## config.mk

```make
export PLATFORM = sky130hd
export DESIGN_NAME = tsfc_clock_supervisor
export DESIGN_NICKNAME = d
export VERILOG_FILES = /design/src/tsfc_pkg.sv /design/src/tsfc_clock_supervisor.sv
export SDC_FILE = /design/constraint.sdc
export NUM_CORES = 1
export LEC_CHECK = 0
export BUFFER_PORTS_ARGS = -buffer_cell sky130_fd_sc_hd__buf_2
export CAP_MARGIN = 20
export CORE_MARGIN = 10
export CORE_UTILIZATION = 32
export CTS_BUF_LIST = sky130_fd_sc_hd__clkbuf_8
export CTS_CLUSTER_SIZE = 30
export DETAILED_ROUTE_END_ITERATION = 8
export SKIP_LAST_GASP = 1
export SYNTH_ARGS = -nofsm -noshare
export SYNTH_HDL_FRONTEND = slang
export SYNTH_SLANG_ARGS = --single-unit
export TNS_END_PERCENT = 10
```

## constraint.sdc

```tcl
create_clock -name ref_clk -period 2.6 [get_ports ref_clk]
set_clock_uncertainty 0.15 [all_clocks]
set_input_delay 0.39 -clock ref_clk [delete_from_list [all_inputs] [get_ports ref_clk]]
set_output_delay 0.39 -clock ref_clk [all_outputs]
set_load 0.1 [all_outputs]
```

## src/tsfc_pkg.sv

```systemverilog
// tsfc_pkg: constants for the two-speed start-up and fail-safe clock block
// assumes nothing beyond a SystemVerilog compiler
package tsfc_pkg;
  // configured oscillator selections
  localparam logic [2:0] FOSC_LOW_GAIN  = 3'h0;
  localparam logic [2:0] FOSC_MID_GAIN  = 3'h1;
  localparam logic [2:0] FOSC_HIGH_GAIN = 3'h2;
  localparam logic [2:0] FOSC_EXT_RC    = 3'h3;
  localparam logic [2:0] FOSC_EXT_LOW   = 3'h4;
  localparam logic [2:0] FOSC_EXT_MID   = 3'h5;
  localparam logic [2:0] FOSC_EXT_HIGH  = 3'h6;
  localparam logic [2:0] FOSC_INTERNAL  = 3'h7;
  // clock source select codes
  localparam logic [1:0] SEL_CONFIG     = 2'h0;
  localparam logic [1:0] SEL_SECONDARY  = 2'h1;
  // start-up timer length in oscillations
  localparam int unsigned STARTUP_COUNT = 1024;
  // fail window in low-frequency periods; detect at 64, inside 32..96
  localparam int unsigned FAIL_MIN_PER  = 32;
  localparam int unsigned FAIL_MAX_PER  = 96;
  localparam int unsigned FAIL_DET_PER  = 64;
  // cycles after reset before pin edges are trusted: three sync stages,
  // the agreed level and its delayed copy
  localparam logic [2:0]  SYNC_FILL     = 3'h5;
  // clock selected on system clock mux
  typedef enum logic [2:0] {
    SRC_INTERNAL  = 3'b001,
    SRC_CONFIG    = 3'b010,
    SRC_SECONDARY = 3'b100
  } tsfc_src_t;
endpackage
```

## src/tsfc_clock_supervisor.sv

```systemverilog
// tsfc_clock_supervisor: start-up timer, two-speed start-up and clock fail monitor
// assumes oscillator clocks arrive as plain pin levels sampled on ref_clk
//
// Contract
// - crystal modes wait 1024 oscillations before use
// - two-speed start-up off unless crystal mode
// - count done sets status, switches to external
// - sleep aborts start-up count, status stays clear
// - monitor active only when its enable set
// - monitor covers crystal, external and secondary
// - falling edges watched, low-freq osc time base
// - failure declared within 32 to 96 periods
// - failure selects internal source, sets fail flag
// - interrupt when fail flag and enable set
// - stay internal until firmware clears condition
// - internal select code resets start-up timer
// - crystal recovery restarts timer, then switches back
// - external clock recovery switches immediately
// - secondary recovery switches immediately after select
// - still failed ext clock or secondary sets flag again; dead crystal stays internal, unflagged
// - crystal monitor waits timer; timer after reset, wake
// - external clock monitor active right after wake
// - monitor enable does not force two-speed start-up; it runs in crystal modes only
`timescale 1ns/1ps
module tsfc_clock_supervisor
  import tsfc_pkg::*;
#(
  parameter int unsigned StartupCount = STARTUP_COUNT,
  parameter int unsigned FailDetPer   = FAIL_DET_PER
) (
  // clock and reset
  input  wire logic       ref_clk,
  input  wire logic       sys_rst,
  // configuration words
  input  wire logic [2:0] oscModeCfg,
  input  wire logic       failMonitorEnable,
  // firmware controls
  input  wire logic [1:0] clockSourceSelect,
  input  wire logic [3:0] internalFreqSelect,
  input  wire logic       oscFailFlagClear,
  input  wire logic       oscFailIrqEnable,
  input  wire logic       sleepEnter,
  input  wire logic       wakeUp,
  // oscillator pins
  input  wire logic       extOscPin,
  input  wire logic       secondaryOscPin,
  input  wire logic       lowFreqOscPin,
  input  wire logic       secondaryOscReadyIn,
  // status and clock select outputs
  output logic            startupDoneStatus,
  output logic            oscFailFlag,
  output logic            oscFailIrq,
  output logic [2:0]      sysClockSel,
  output logic [3:0]      internalFreqOut,
  output logic            secondaryOscReady
);

  localparam int CW = $clog2(StartupCount + 1);
  localparam int FW = $clog2(FailDetPer + 1);
  localparam logic [CW-1:0] StartupLast = CW'(StartupCount);
  localparam logic [FW-1:0] FailLast    = FW'(FailDetPer);
  // the 32..96 window scaled to the detect count, so short test counts still check
  localparam int FailMinCnt = FailDetPer * FAIL_MIN_PER / FAIL_DET_PER;
  localparam int FailMaxCnt = FailDetPer * FAIL_MAX_PER / FAIL_DET_PER;

  ////////////////////////////////////////////////////////////////////////
  // three-stage synchronisers; first stage feeds only the second
  logic [2:0] extS, secS, lfS, rdyS;
  always_ff @(posedge ref_clk or posedge sys_rst) begin
    if (sys_rst) begin
      extS <= 3'h0;
      secS <= 3'h0;
      lfS  <= 3'h0;
      rdyS <= 3'h0;
    end else begin
      extS <= {extS[1:0], extOscPin};
      secS <= {secS[1:0], secondaryOscPin};
      lfS  <= {lfS[1:0], lowFreqOscPin};
      rdyS <= {rdyS[1:0], secondaryOscReadyIn};  // ready comes from the oscillator side
    end
  end

  // a change counts once stages two and three agree
  logic extLvl_q, secLvl_q, lfLvl_q;
  always_ff @(posedge ref_clk or posedge sys_rst) begin
    if (sys_rst) begin
      extLvl_q <= 1'b0;
      secLvl_q <= 1'b0;
      lfLvl_q  <= 1'b0;
    end else begin
      if (extS[1] == extS[2]) extLvl_q <= extS[2];
      if (secS[1] == secS[2]) secLvl_q <= secS[2];
      if (lfS[1] == lfS[2])   lfLvl_q  <= lfS[2];
    end
  end

  logic extLvlD_q, secLvlD_q, lfLvlD_q;
  always_ff @(posedge ref_clk or posedge sys_rst) begin
    if (sys_rst) begin
      extLvlD_q <= 1'b0;
      secLvlD_q <= 1'b0;
      lfLvlD_q  <= 1'b0;
    end else begin
      extLvlD_q <= extLvl_q;
      secLvlD_q <= secLvl_q;
      lfLvlD_q  <= lfLvl_q;
    end
  end

  // edges trusted only once the chains hold real pin levels; a pin high
  // at reset release would otherwise pass for a fresh rising edge
  logic [2:0] fill_q;
  always_ff @(posedge ref_clk or posedge sys_rst) begin
    if (sys_rst) begin
      fill_q <= 3'h0;
    end else if (fill_q != SYNC_FILL) begin
      fill_q <= fill_q + 3'h1;
    end
  end
  logic edgeArm;
  assign edgeArm = fill_q == SYNC_FILL;

  logic extRise, extFall, secFall, lfRise;
  assign extRise = edgeArm & extLvl_q & ~extLvlD_q;
  assign extFall = edgeArm & ~extLvl_q & extLvlD_q;
  assign secFall = edgeArm & ~secLvl_q & secLvlD_q;
  assign lfRise  = edgeArm & lfLvl_q & ~lfLvlD_q;

  ////////////////////////////////////////////////////////////////////////
  // mode decode
  logic crystalMode, extClkMode, cfgHasOsc;
  assign crystalMode = (oscModeCfg == FOSC_LOW_GAIN) || (oscModeCfg == FOSC_MID_GAIN)
                    || (oscModeCfg == FOSC_HIGH_GAIN);
  assign extClkMode  = (oscModeCfg == FOSC_EXT_RC) || (oscModeCfg == FOSC_EXT_LOW)
                    || (oscModeCfg == FOSC_EXT_MID) || (oscModeCfg == FOSC_EXT_HIGH);
  assign cfgHasOsc   = crystalMode | extClkMode;
  logic selInternal, selConfig, selSecondary;
  assign selInternal  = clockSourceSelect[1];              // 1x codes
  assign selConfig    = clockSourceSelect == SEL_CONFIG;
  assign selSecondary = clockSourceSelect == SEL_SECONDARY;

  ////////////////////////////////////////////////////////////////////////
  // start-up timer: counts external rising edges while awake
  logic [CW-1:0] stCnt_q;
  logic          stDone_q;
  logic          asleep_q;
  always_ff @(posedge ref_clk or posedge sys_rst) begin
    if (sys_rst) begin
      asleep_q <= 1'b0;
    end else if (sleepEnter) begin
      asleep_q <= 1'b1;
    end else if (wakeUp) begin
      asleep_q <= 1'b0;
    end
  end

  // reset clears timer; sleep, wake and 1x restart it
  always_ff @(posedge ref_clk or posedge sys_rst) begin
    if (sys_rst) begin
      stCnt_q  <= '0;
      stDone_q <= 1'b0;
    end else if (sleepEnter || wakeUp || selInternal) begin
      stCnt_q  <= '0;
      stDone_q <= 1'b0;
    end else if (crystalMode && !asleep_q && !stDone_q && extRise) begin
      if (stCnt_q == StartupLast - CW'(1)) begin
        stDone_q <= 1'b1;
      end
      stCnt_q <= stCnt_q + CW'(1);
    end
  end

  // timer ready: crystal waits count, external clocks need none
  logic oscReady;
  assign oscReady = extClkMode ? !asleep_q : (crystalMode & stDone_q);

  ////////////////////////////////////////////////////////////////////////
  // fail monitor: a falling edge of the watched source restarts the low-frequency window
  logic monActive;
  assign monActive = failMonitorEnable && !asleep_q && (
                     (selSecondary) ||
                     (selConfig && cfgHasOsc && oscReady) ||
                     (selInternal && oscFailFlag));
  logic          monFall;
  assign monFall = selSecondary ? secFall : extFall;
  logic [FW-1:0] lfCnt_q;
  logic          failDet;
  always_ff @(posedge ref_clk or posedge sys_rst) begin
    if (sys_rst) begin
      lfCnt_q <= '0;
    end else if (!monActive || monFall) begin
      lfCnt_q <= '0;
    end else if (lfRise && lfCnt_q != FailLast) begin
      lfCnt_q <= lfCnt_q + FW'(1);
    end
  end
  // no detection while a 1x code is selected; a still-dead external clock or secondary is flagged once reselected, a dead crystal is not
  assign failDet = monActive && !selInternal && (lfCnt_q == FailLast);

  ////////////////////////////////////////////////////////////////////////
  // fail flag: set wins over firmware clear, never self-clears
  always_ff @(posedge ref_clk or posedge sys_rst) begin
    if (sys_rst) begin
      oscFailFlag <= 1'b0;
    end else if (failDet) begin
      oscFailFlag <= 1'b1;
    end else if (oscFailFlagClear) begin
      oscFailFlag <= 1'b0;
    end
  end

  // fail-safe latch held until firmware sequence completes
  logic failSafe_q;
  always_ff @(posedge ref_clk or posedge sys_rst) begin
    if (sys_rst) begin
      failSafe_q <= 1'b0;
    end else if (failDet) begin
      failSafe_q <= 1'b1;
    end else if (!oscFailFlag && ((selConfig && oscReady) || selSecondary)) begin
      failSafe_q <= 1'b0;
    end
  end

  ////////////////////////////////////////////////////////////////////////
  // clock source choice; two-speed runs internal while timer counts
  tsfc_src_t srcD;
  always_comb begin
    srcD = SRC_INTERNAL;
    if (failDet || (failSafe_q && (oscFailFlag || selInternal))) begin
      srcD = SRC_INTERNAL;
    end else if (selSecondary) begin
      srcD = SRC_SECONDARY;
    end else if (selConfig && oscModeCfg == FOSC_INTERNAL) begin
      srcD = SRC_INTERNAL;
    end else if (selConfig && oscReady) begin
      srcD = SRC_CONFIG;
    end else if (selConfig && crystalMode && failMonitorEnable) begin
      srcD = SRC_INTERNAL;
    end else if (selConfig && crystalMode) begin
      srcD = SRC_INTERNAL;
    end else begin
      srcD = SRC_INTERNAL;
    end
  end

  // registered outputs
  always_ff @(posedge ref_clk or posedge sys_rst) begin
    if (sys_rst) begin
      sysClockSel       <= SRC_INTERNAL;
      startupDoneStatus <= 1'b0;
      oscFailIrq        <= 1'b0;
      internalFreqOut   <= 4'h0;
      secondaryOscReady <= 1'b0;
    end else begin
      sysClockSel       <= srcD;
      startupDoneStatus <= stDone_q;
      oscFailIrq        <= oscFailFlag & oscFailIrqEnable;
      internalFreqOut   <= internalFreqSelect;
      if (rdyS[1] == rdyS[2]) secondaryOscReady <= rdyS[2];
    end
  end

  ////////////////////////////////////////////////////////////////////////
  // assertions
  property p_irq;
    @(posedge ref_clk) disable iff (sys_rst)
      (oscFailFlag && oscFailIrqEnable) |=> oscFailIrq;
  endproperty
  a_irq: assert property (p_irq) else $error("irq missing");

  property p_flag_sticky;
    @(posedge ref_clk) disable iff (sys_rst)
      (oscFailFlag && !oscFailFlagClear) |=> oscFailFlag;
  endproperty
  a_flag_sticky: assert property (p_flag_sticky) else $error("flag lost");

  property p_fail_internal;
    @(posedge ref_clk) disable iff (sys_rst)
      failDet |=> (sysClockSel == SRC_INTERNAL) && oscFailFlag;
  endproperty
  a_fail_internal: assert property (p_fail_internal) else $error("no switch on fail");

  property p_sleep_abort;
    @(posedge ref_clk) disable iff (sys_rst)
      sleepEnter |=> ##1 !startupDoneStatus;
  endproperty
  a_sleep_abort: assert property (p_sleep_abort) else $error("sleep kept status");

  property p_monitor_off;
    @(posedge ref_clk) disable iff (sys_rst)
      !failMonitorEnable |-> !failDet;
  endproperty
  a_monitor_off: assert property (p_monitor_off) else $error("monitor ran disabled");

  property p_sel_reset;
    @(posedge ref_clk) disable iff (sys_rst)
      selInternal |=> (stCnt_q == '0) && !stDone_q;
  endproperty
  a_sel_reset: assert property (p_sel_reset) else $error("timer not reset");

  property p_no_ext_early;
    @(posedge ref_clk) disable iff (sys_rst)
      (crystalMode && !stDone_q && !selSecondary && !failSafe_q) |=> sysClockSel != SRC_CONFIG;
  endproperty
  a_no_ext_early: assert property (p_no_ext_early) else $error("crystal used early");

  property p_fail_window;
    @(posedge ref_clk) disable iff (sys_rst)
      failDet |-> int'(lfCnt_q) >= FailMinCnt && int'(lfCnt_q) <= FailMaxCnt;
  endproperty
  a_fail_window: assert property (p_fail_window) else $error("fail outside window");

  property p_ext_ready;
    @(posedge ref_clk) disable iff (sys_rst)
      (extClkMode && selConfig && !asleep_q && !failSafe_q && !failDet) |=> sysClockSel == SRC_CONFIG;
  endproperty
  a_ext_ready: assert property (p_ext_ready) else $error("ext clock not used");

  c_fail: cover property (@(posedge ref_clk) disable iff (sys_rst) failDet);
  c_done: cover property (@(posedge ref_clk) disable iff (sys_rst) $rose(startupDoneStatus));
  c_recover: cover property (@(posedge ref_clk) disable iff (sys_rst) $fell(failSafe_q));
endmodule

```

# --- Word-level counts from Yosys, hierarchy flattened ---
# Cells that the tools add are included.
# W data, S select, Z words.
op_classes:
  addsub: 3
  eq_ne: 17
  n_mux: 19
  bitwise_logic: 15
  n_reduce_logical: 42
op_table:
  columns: ["operator", "count"]
  rows:
  - ["$mux W11", 2]
  - ["$eq A3 B3 Y1 const B", 5]
  - ["$logic_and A1 B1 Y1", 15]
  - ["$mux W7", 2]
  - ["$logic_or A1 B1 Y1", 13]
  - ["$reduce_bool A2 Y1", 6]
  - ["$add A11 B1 Y11 const B", 1]
  - ["$eq A11 B10 Y1 const B", 1]
  - ["$mux W1", 11]
  - ["$and A1 B1 Y1", 10]
  - ["$add A7 B1 Y7 const B", 1]
  - ["$eq A7 B7 Y1 const B", 1]
  - ["$ne A7 B7 Y1 const B", 1]
  - ["$eq A3 B2 Y1 const B", 2]
  - ["$mux W3", 2]
  - ["$logic_not A1 Y1", 5]
  - ["$eq A1 B1 Y1", 4]
  - ["$mux W2", 2]
  - ["$not A1 Y1", 4]
  - ["$add A3 B1 Y3 const B", 1]
  - ["$eq A3 B1 Y1 const B", 1]
  - ["$logic_not A3 Y1", 1]
  - ["$ne A3 B3 Y1 const B", 1]
  - ["$eq A2 B1 Y1 const B", 1]
  - ["other kinds (3)", 3]
totals:
  wordCells: 118
  reg_bits: 53
  input_bits: 20
  output_inout_bits: 11

# --- Logic depth before layout (Yosys ltp) ---
logic_depth:
  word_depth: 14
  mapped_depth: 7
  ltp_nobuf: 6

# --- Worst setup path before layout ---
# Ideal clock, no wire load.
synth_path:
  path_type: "register to register"
  from: "reg fill_q[1]"
  to: "reg stCnt_q[10]"
  arrival_ns: 1.874
  synth_period_minus_slack_ns: 2.093
  stages_incl_launch_ff: 8
  path_slack_ns: 0.507
  t_required_ns: 2.381
  n_path_buf: 1
  setup_ns: 0.069
  path_cell_list: "dfrtp_1 inv_1 ha_1 nand4b_1 or4_1 clkbuf_2 or4_4 nand2_1"
synth_via:
  elab_chain_cells: 5
synth_rtl:
  columns: ["element", "line", "source"]
  rows:
  - ["start: declaration", "tsfc_clock_supervisor.sv:112", "logic [2:0] fill_q;"]
  - ["start signal: assignment", "tsfc_clock_supervisor.sv:117", "fill_q <= fill_q + 3'h1;"]
  - ["$eq A3 B3 Y1", "tsfc_clock_supervisor.sv:121", "assign edgeArm = fill_q == SYNC_FILL;"]
  - ["$and A1 B1 Y1 (2 in series)", "tsfc_clock_supervisor.sv:124", "assign extRise = edgeArm & extLvl_q & ~extLvlD_q;"]
  - ["$logic_and A1 B1 Y1", "tsfc_clock_supervisor.sv:165", "end else if (crystalMode && !asleep_q && !stDone_q && extRise) begin"]
  - ["$reduce_bool A2 Y1 (no line)", null, null]
  - ["end signal: assignment", "tsfc_clock_supervisor.sv:169", "stCnt_q <= stCnt_q + CW'(1);"]
  - ["end: declaration", "tsfc_clock_supervisor.sv:144", "logic [CW-1:0] stCnt_q;"]
# No other way between the ends.
# A chain may end at the register's enable or synchronous reset.

# --- Worst setup path after layout ---
# Same ends and word-level chain as after synthesis.

==> metrics.md <==
| Metric | Value |
|---|---|
| Root Buffer | `clkbuf_8` |
| Setup crit end kind | `register` |
| Register area share after synthesis | `around three fifths` |
| CTS hold repair buffers | `1` |
| Synth top area cells | `dfrtp_1, nor2_1, ha_1` |
| Slew margin rel. | `between 60% and 70%` |
| Pint | `0.00120 W` |
| Arr. time, crit path | `between 2 and 2.5 ns` |
| Peak VDD IR | `around 330 uV` |
| Comb power frac | `9.2%` |
| Vias | `around 1.5k` |
| Post-CTS Setup Bufs | `0` |
| Residual DRC | `0` |
| CTS tree | `yes` |
| Syn Area/Cell | `11.5 um2` |
| GRT overflow | `0` |
| Leading area contributor after synthesis | `dfrtp_1` |
| Die W | `103 um` |
| Worst-path clk slew | `0.10 ns` |
| Crit Path Max Fanout | `8` |
| Top-area cell type share of the netlist area | `59.5%` |
| Max-slew violations | `0` |
| Fin nets | `between 200 and 300` |
| PwrDens | `611 nW/um2` |
| Max Freq | `~0.44 GHz` |
| WL/cell | `13.2 um` |
| GRT Util Overall | `7.99%` |
| Setup TNS | `0 ns` |
| Cts repair resizes | `0` |
| Warnings, synthesis | `0` |
| Max cap viols | `0` |
| Vias in the first global route | `1,449` |
| Core Box Area | `between 6000 and 7000 um2` |
| TritonCTS Sinks | `53` |
| Net Sw Power | `about 0.00038 W` |
| Worst Tran Pin Value | `about 0.60 ns` |
| Clock Tree Buf Depth | `2` |
| Period utilization | `roughly 87%` |
| Vias per Instance | `4.88` |
| Syn-to-layout area delta | `18.1%` |
| Minimum clock period | `roughly 2.3 ns` |
| ANT nets after route | `0` |
| Syn nets | `215` |
| WP data required | `2.70 ns` |
| FF+latch count, synth | `53` |
| Ports | `31` |
| Number of diodes | `0` |
| Leakage power | `1.14 nW` |
| Final hold violations | `0` |
| Core Rows | `30` |
| HP Class | `input pin to register` |
| Post-synth top flop | `dfrtp_1` |
| Port Buffers | `30` |
| Die area | `10,500 um2` |
| Switching part of the total power | `23.8%` |
| Layout cell share with drive strength beyond 1 | `18.8%` |
| H-tree depth | `2` |
| # setup viols final | `0` |
| Critical path type | `register to register` |
| Routed WL | `4090 um` |
| Dpl cell area | `2450 um2` |
| First-pass GRT wire length | `between 6000 and 7000 um` |
| Initial antenna violation count | `0` |
| Post-synthesis async set-or-reset flop share | `between 90% and 100%` |
| Status | `completed` |
| Post-route cell area | `2580 um2` |
| Post-Synthesis Cells | `190` |
| Starting Density | `32.5%` |
| Synthesized area | `2190 um2` |
| Total clock buffers created by CTS | `5` |
| Sequential share of power | `54.9%` |
| Worst setup SP type | `register` |
| Clock network power share | `35.8%` |
| Post-synth cell types | `43` |
| Post-synth EDFFs | `0` |
| DR iter-0 viols | `66` |
| Largest net degree at the start of global routing | `31` |
| Drt first pass iters | `4` |
| DP HPWL | `2990 um` |
| Die Ht | `103 um` |
| Worst-Skew Late Latency | `0.30 ns` |
| Routability Congestion | `0.744` |
| RSZ-0062 raised after global routing | `false` |
==> per-layer routing <==
metal / routed length (um) / global-route usage (%)
met1: 2060 / 10.7
met2: 1740 / 11.4
met5: 0 / 0
met3: 227 / 2.75
met4: 56 / 3.25
==> placed cells by master, fill, tap and decap left out, types with 2 or more instances in the layout <==
master	count
nor2_1	18
a211oi_1	2
nand2b_1	4
and4_1	2
nand4_1	4
buf_2	30
dfrtp_1	52
clkbuf_8	6
nor2b_1	3
nand4b_1	3
xnor2_1	7
o21ai_0	7
nand2_1	16
nor3_1	4
a21oi_1	8
or4_1	2
a31oi_1	2
mux2i_1	3
ha_1	5
nor4_1	2
xor2_1	3
or3_1	3
nand3_1	6
and2_1	2
maj3_1	4
inv_1	9
==> synthesized netlist by cell type (4+ instances only) <==
master	count
inv_1	9
nor2_1	18
nand2b_1	4
xnor2_1	7
nand2_1	16
a21oi_1	8
dfrtp_1	52
maj3_1	4
nand3_1	6
o21ai_0	7
ha_1	5
nor3_1	4
nand4_1	4
==> power by group through the flow <==
stage / Clock [W] / Sequential (W) / Combinational [W]
2_1_floorplan: 0 / 0.000933 / 0.0000479
3_3_place_gp: 0 / 0.000882 / 0.000146
3_5_place_dp: 0 / 0.000883 / 0.000147
4_1_cts: 0.000585 / 0.000866 / 0.000148
5_1_grt: 0.000618 / 0.000870 / 0.000158
6_report: 0.000565 / 0.000866 / 0.000145
==> path summary, 6_finish.rpt <==
kind                                       start                 end  slack [ns]  cells after the start
setup / recovery                       fill_q[1]         stCnt_q[10]        0.34                      6
hold reg to reg                          secS[0]             secS[1]        0.20                      0
setup reg to reg                       fill_q[1]         stCnt_q[10]        0.34                      6
min in group asynchronous                sys_rst  internalFreqOut[0]        0.51                      3
hold / removal             internalFreqSelect[1]  internalFreqOut[1]        0.04                      1
max in group asynchronous                sys_rst      sysClockSel[0]        1.19                      4
==> through the flow <==
| step | hold slack (ns) | power (W) | std cells | utilization [%] | worst slack, ns |
|---|---|---|---|---|---|
| after detailed placement | 0.186 | 0.00103 | 300 | 36.5 | 0.319 |
| after global routing | 0.0222 | 0.00165 | 309 | 38.4 | 0.200 |
| after global placement | 0.184 | 0.00103 | 300 | 36.5 | 0.351 |
| after floorplan | 0.181 | 0.000980 | 190 | - | 0.507 |
| final | 0.0426 | 0.00158 | 309 | 38.4 | 0.340 |
| after CTS | 0.0322 | 0.00160 | 309 | 38.4 | 0.333 |
==> final cells by class <==
class / count / area [um2]
Clock buffer: 6 / 82.6
Tap cell: 80 / 100
Sequential cell: 53 / 1330
Clock inverter: 2 / 33.8
Multi-Input combinational cell: 126 / 816
Fill cell: 643 / 4140
Timing Repair Buffer: 33 / 188
Inverter: 9 / 33.8
==> kinds of logic (layout without fill, tap and decap cells) <==
| kind of cell | after synthesis | after routing | share of synthesized area (%) |
|---|---|---|---|
| simple gates | 75 | 75 | 18.5 |
| flops | 53 | 53 | 60.7 |
| compound gates | 29 | 29 | 8.70 |
| buf+inv | 11 | 50 | 1.95 |
| xor+xnor | 10 | 10 | 4.01 |
| fa+ha+maj | 9 | 9 | 4.69 |
| mux | 3 | 3 | 1.37 |
==> sequential cells by signal, indices dropped and copies added, names as in the netlist <==
register           cells
lfCnt_q                7
oscFailIrq             1
startupDoneStatus      1
sysClockSel            3
asleep_q               1
secondaryOscReady      1
stCnt_q               11
rdyS                   3
secLvlD_q              1
oscFailFlag            1
lfS                    3
fill_q                 3
extLvl_q               1
secLvl_q               1
failSafe_q             1
extLvlD_q              1
extS                   3
internalFreqOut        4
lfLvlD_q               1
lfLvl_q                1
stDone_q               1
secS                   3
==> critical path, stage by stage, from the launching register on <==
cell      delay, ns
dfrtp_1        0.40
inv_1          0.06
ha_1           0.22
nand4b_1       0.17
or4_1          0.62
or4_4          0.52
nand2_1        0.07
No activity file was read; power rests on OpenSTA's default activity.
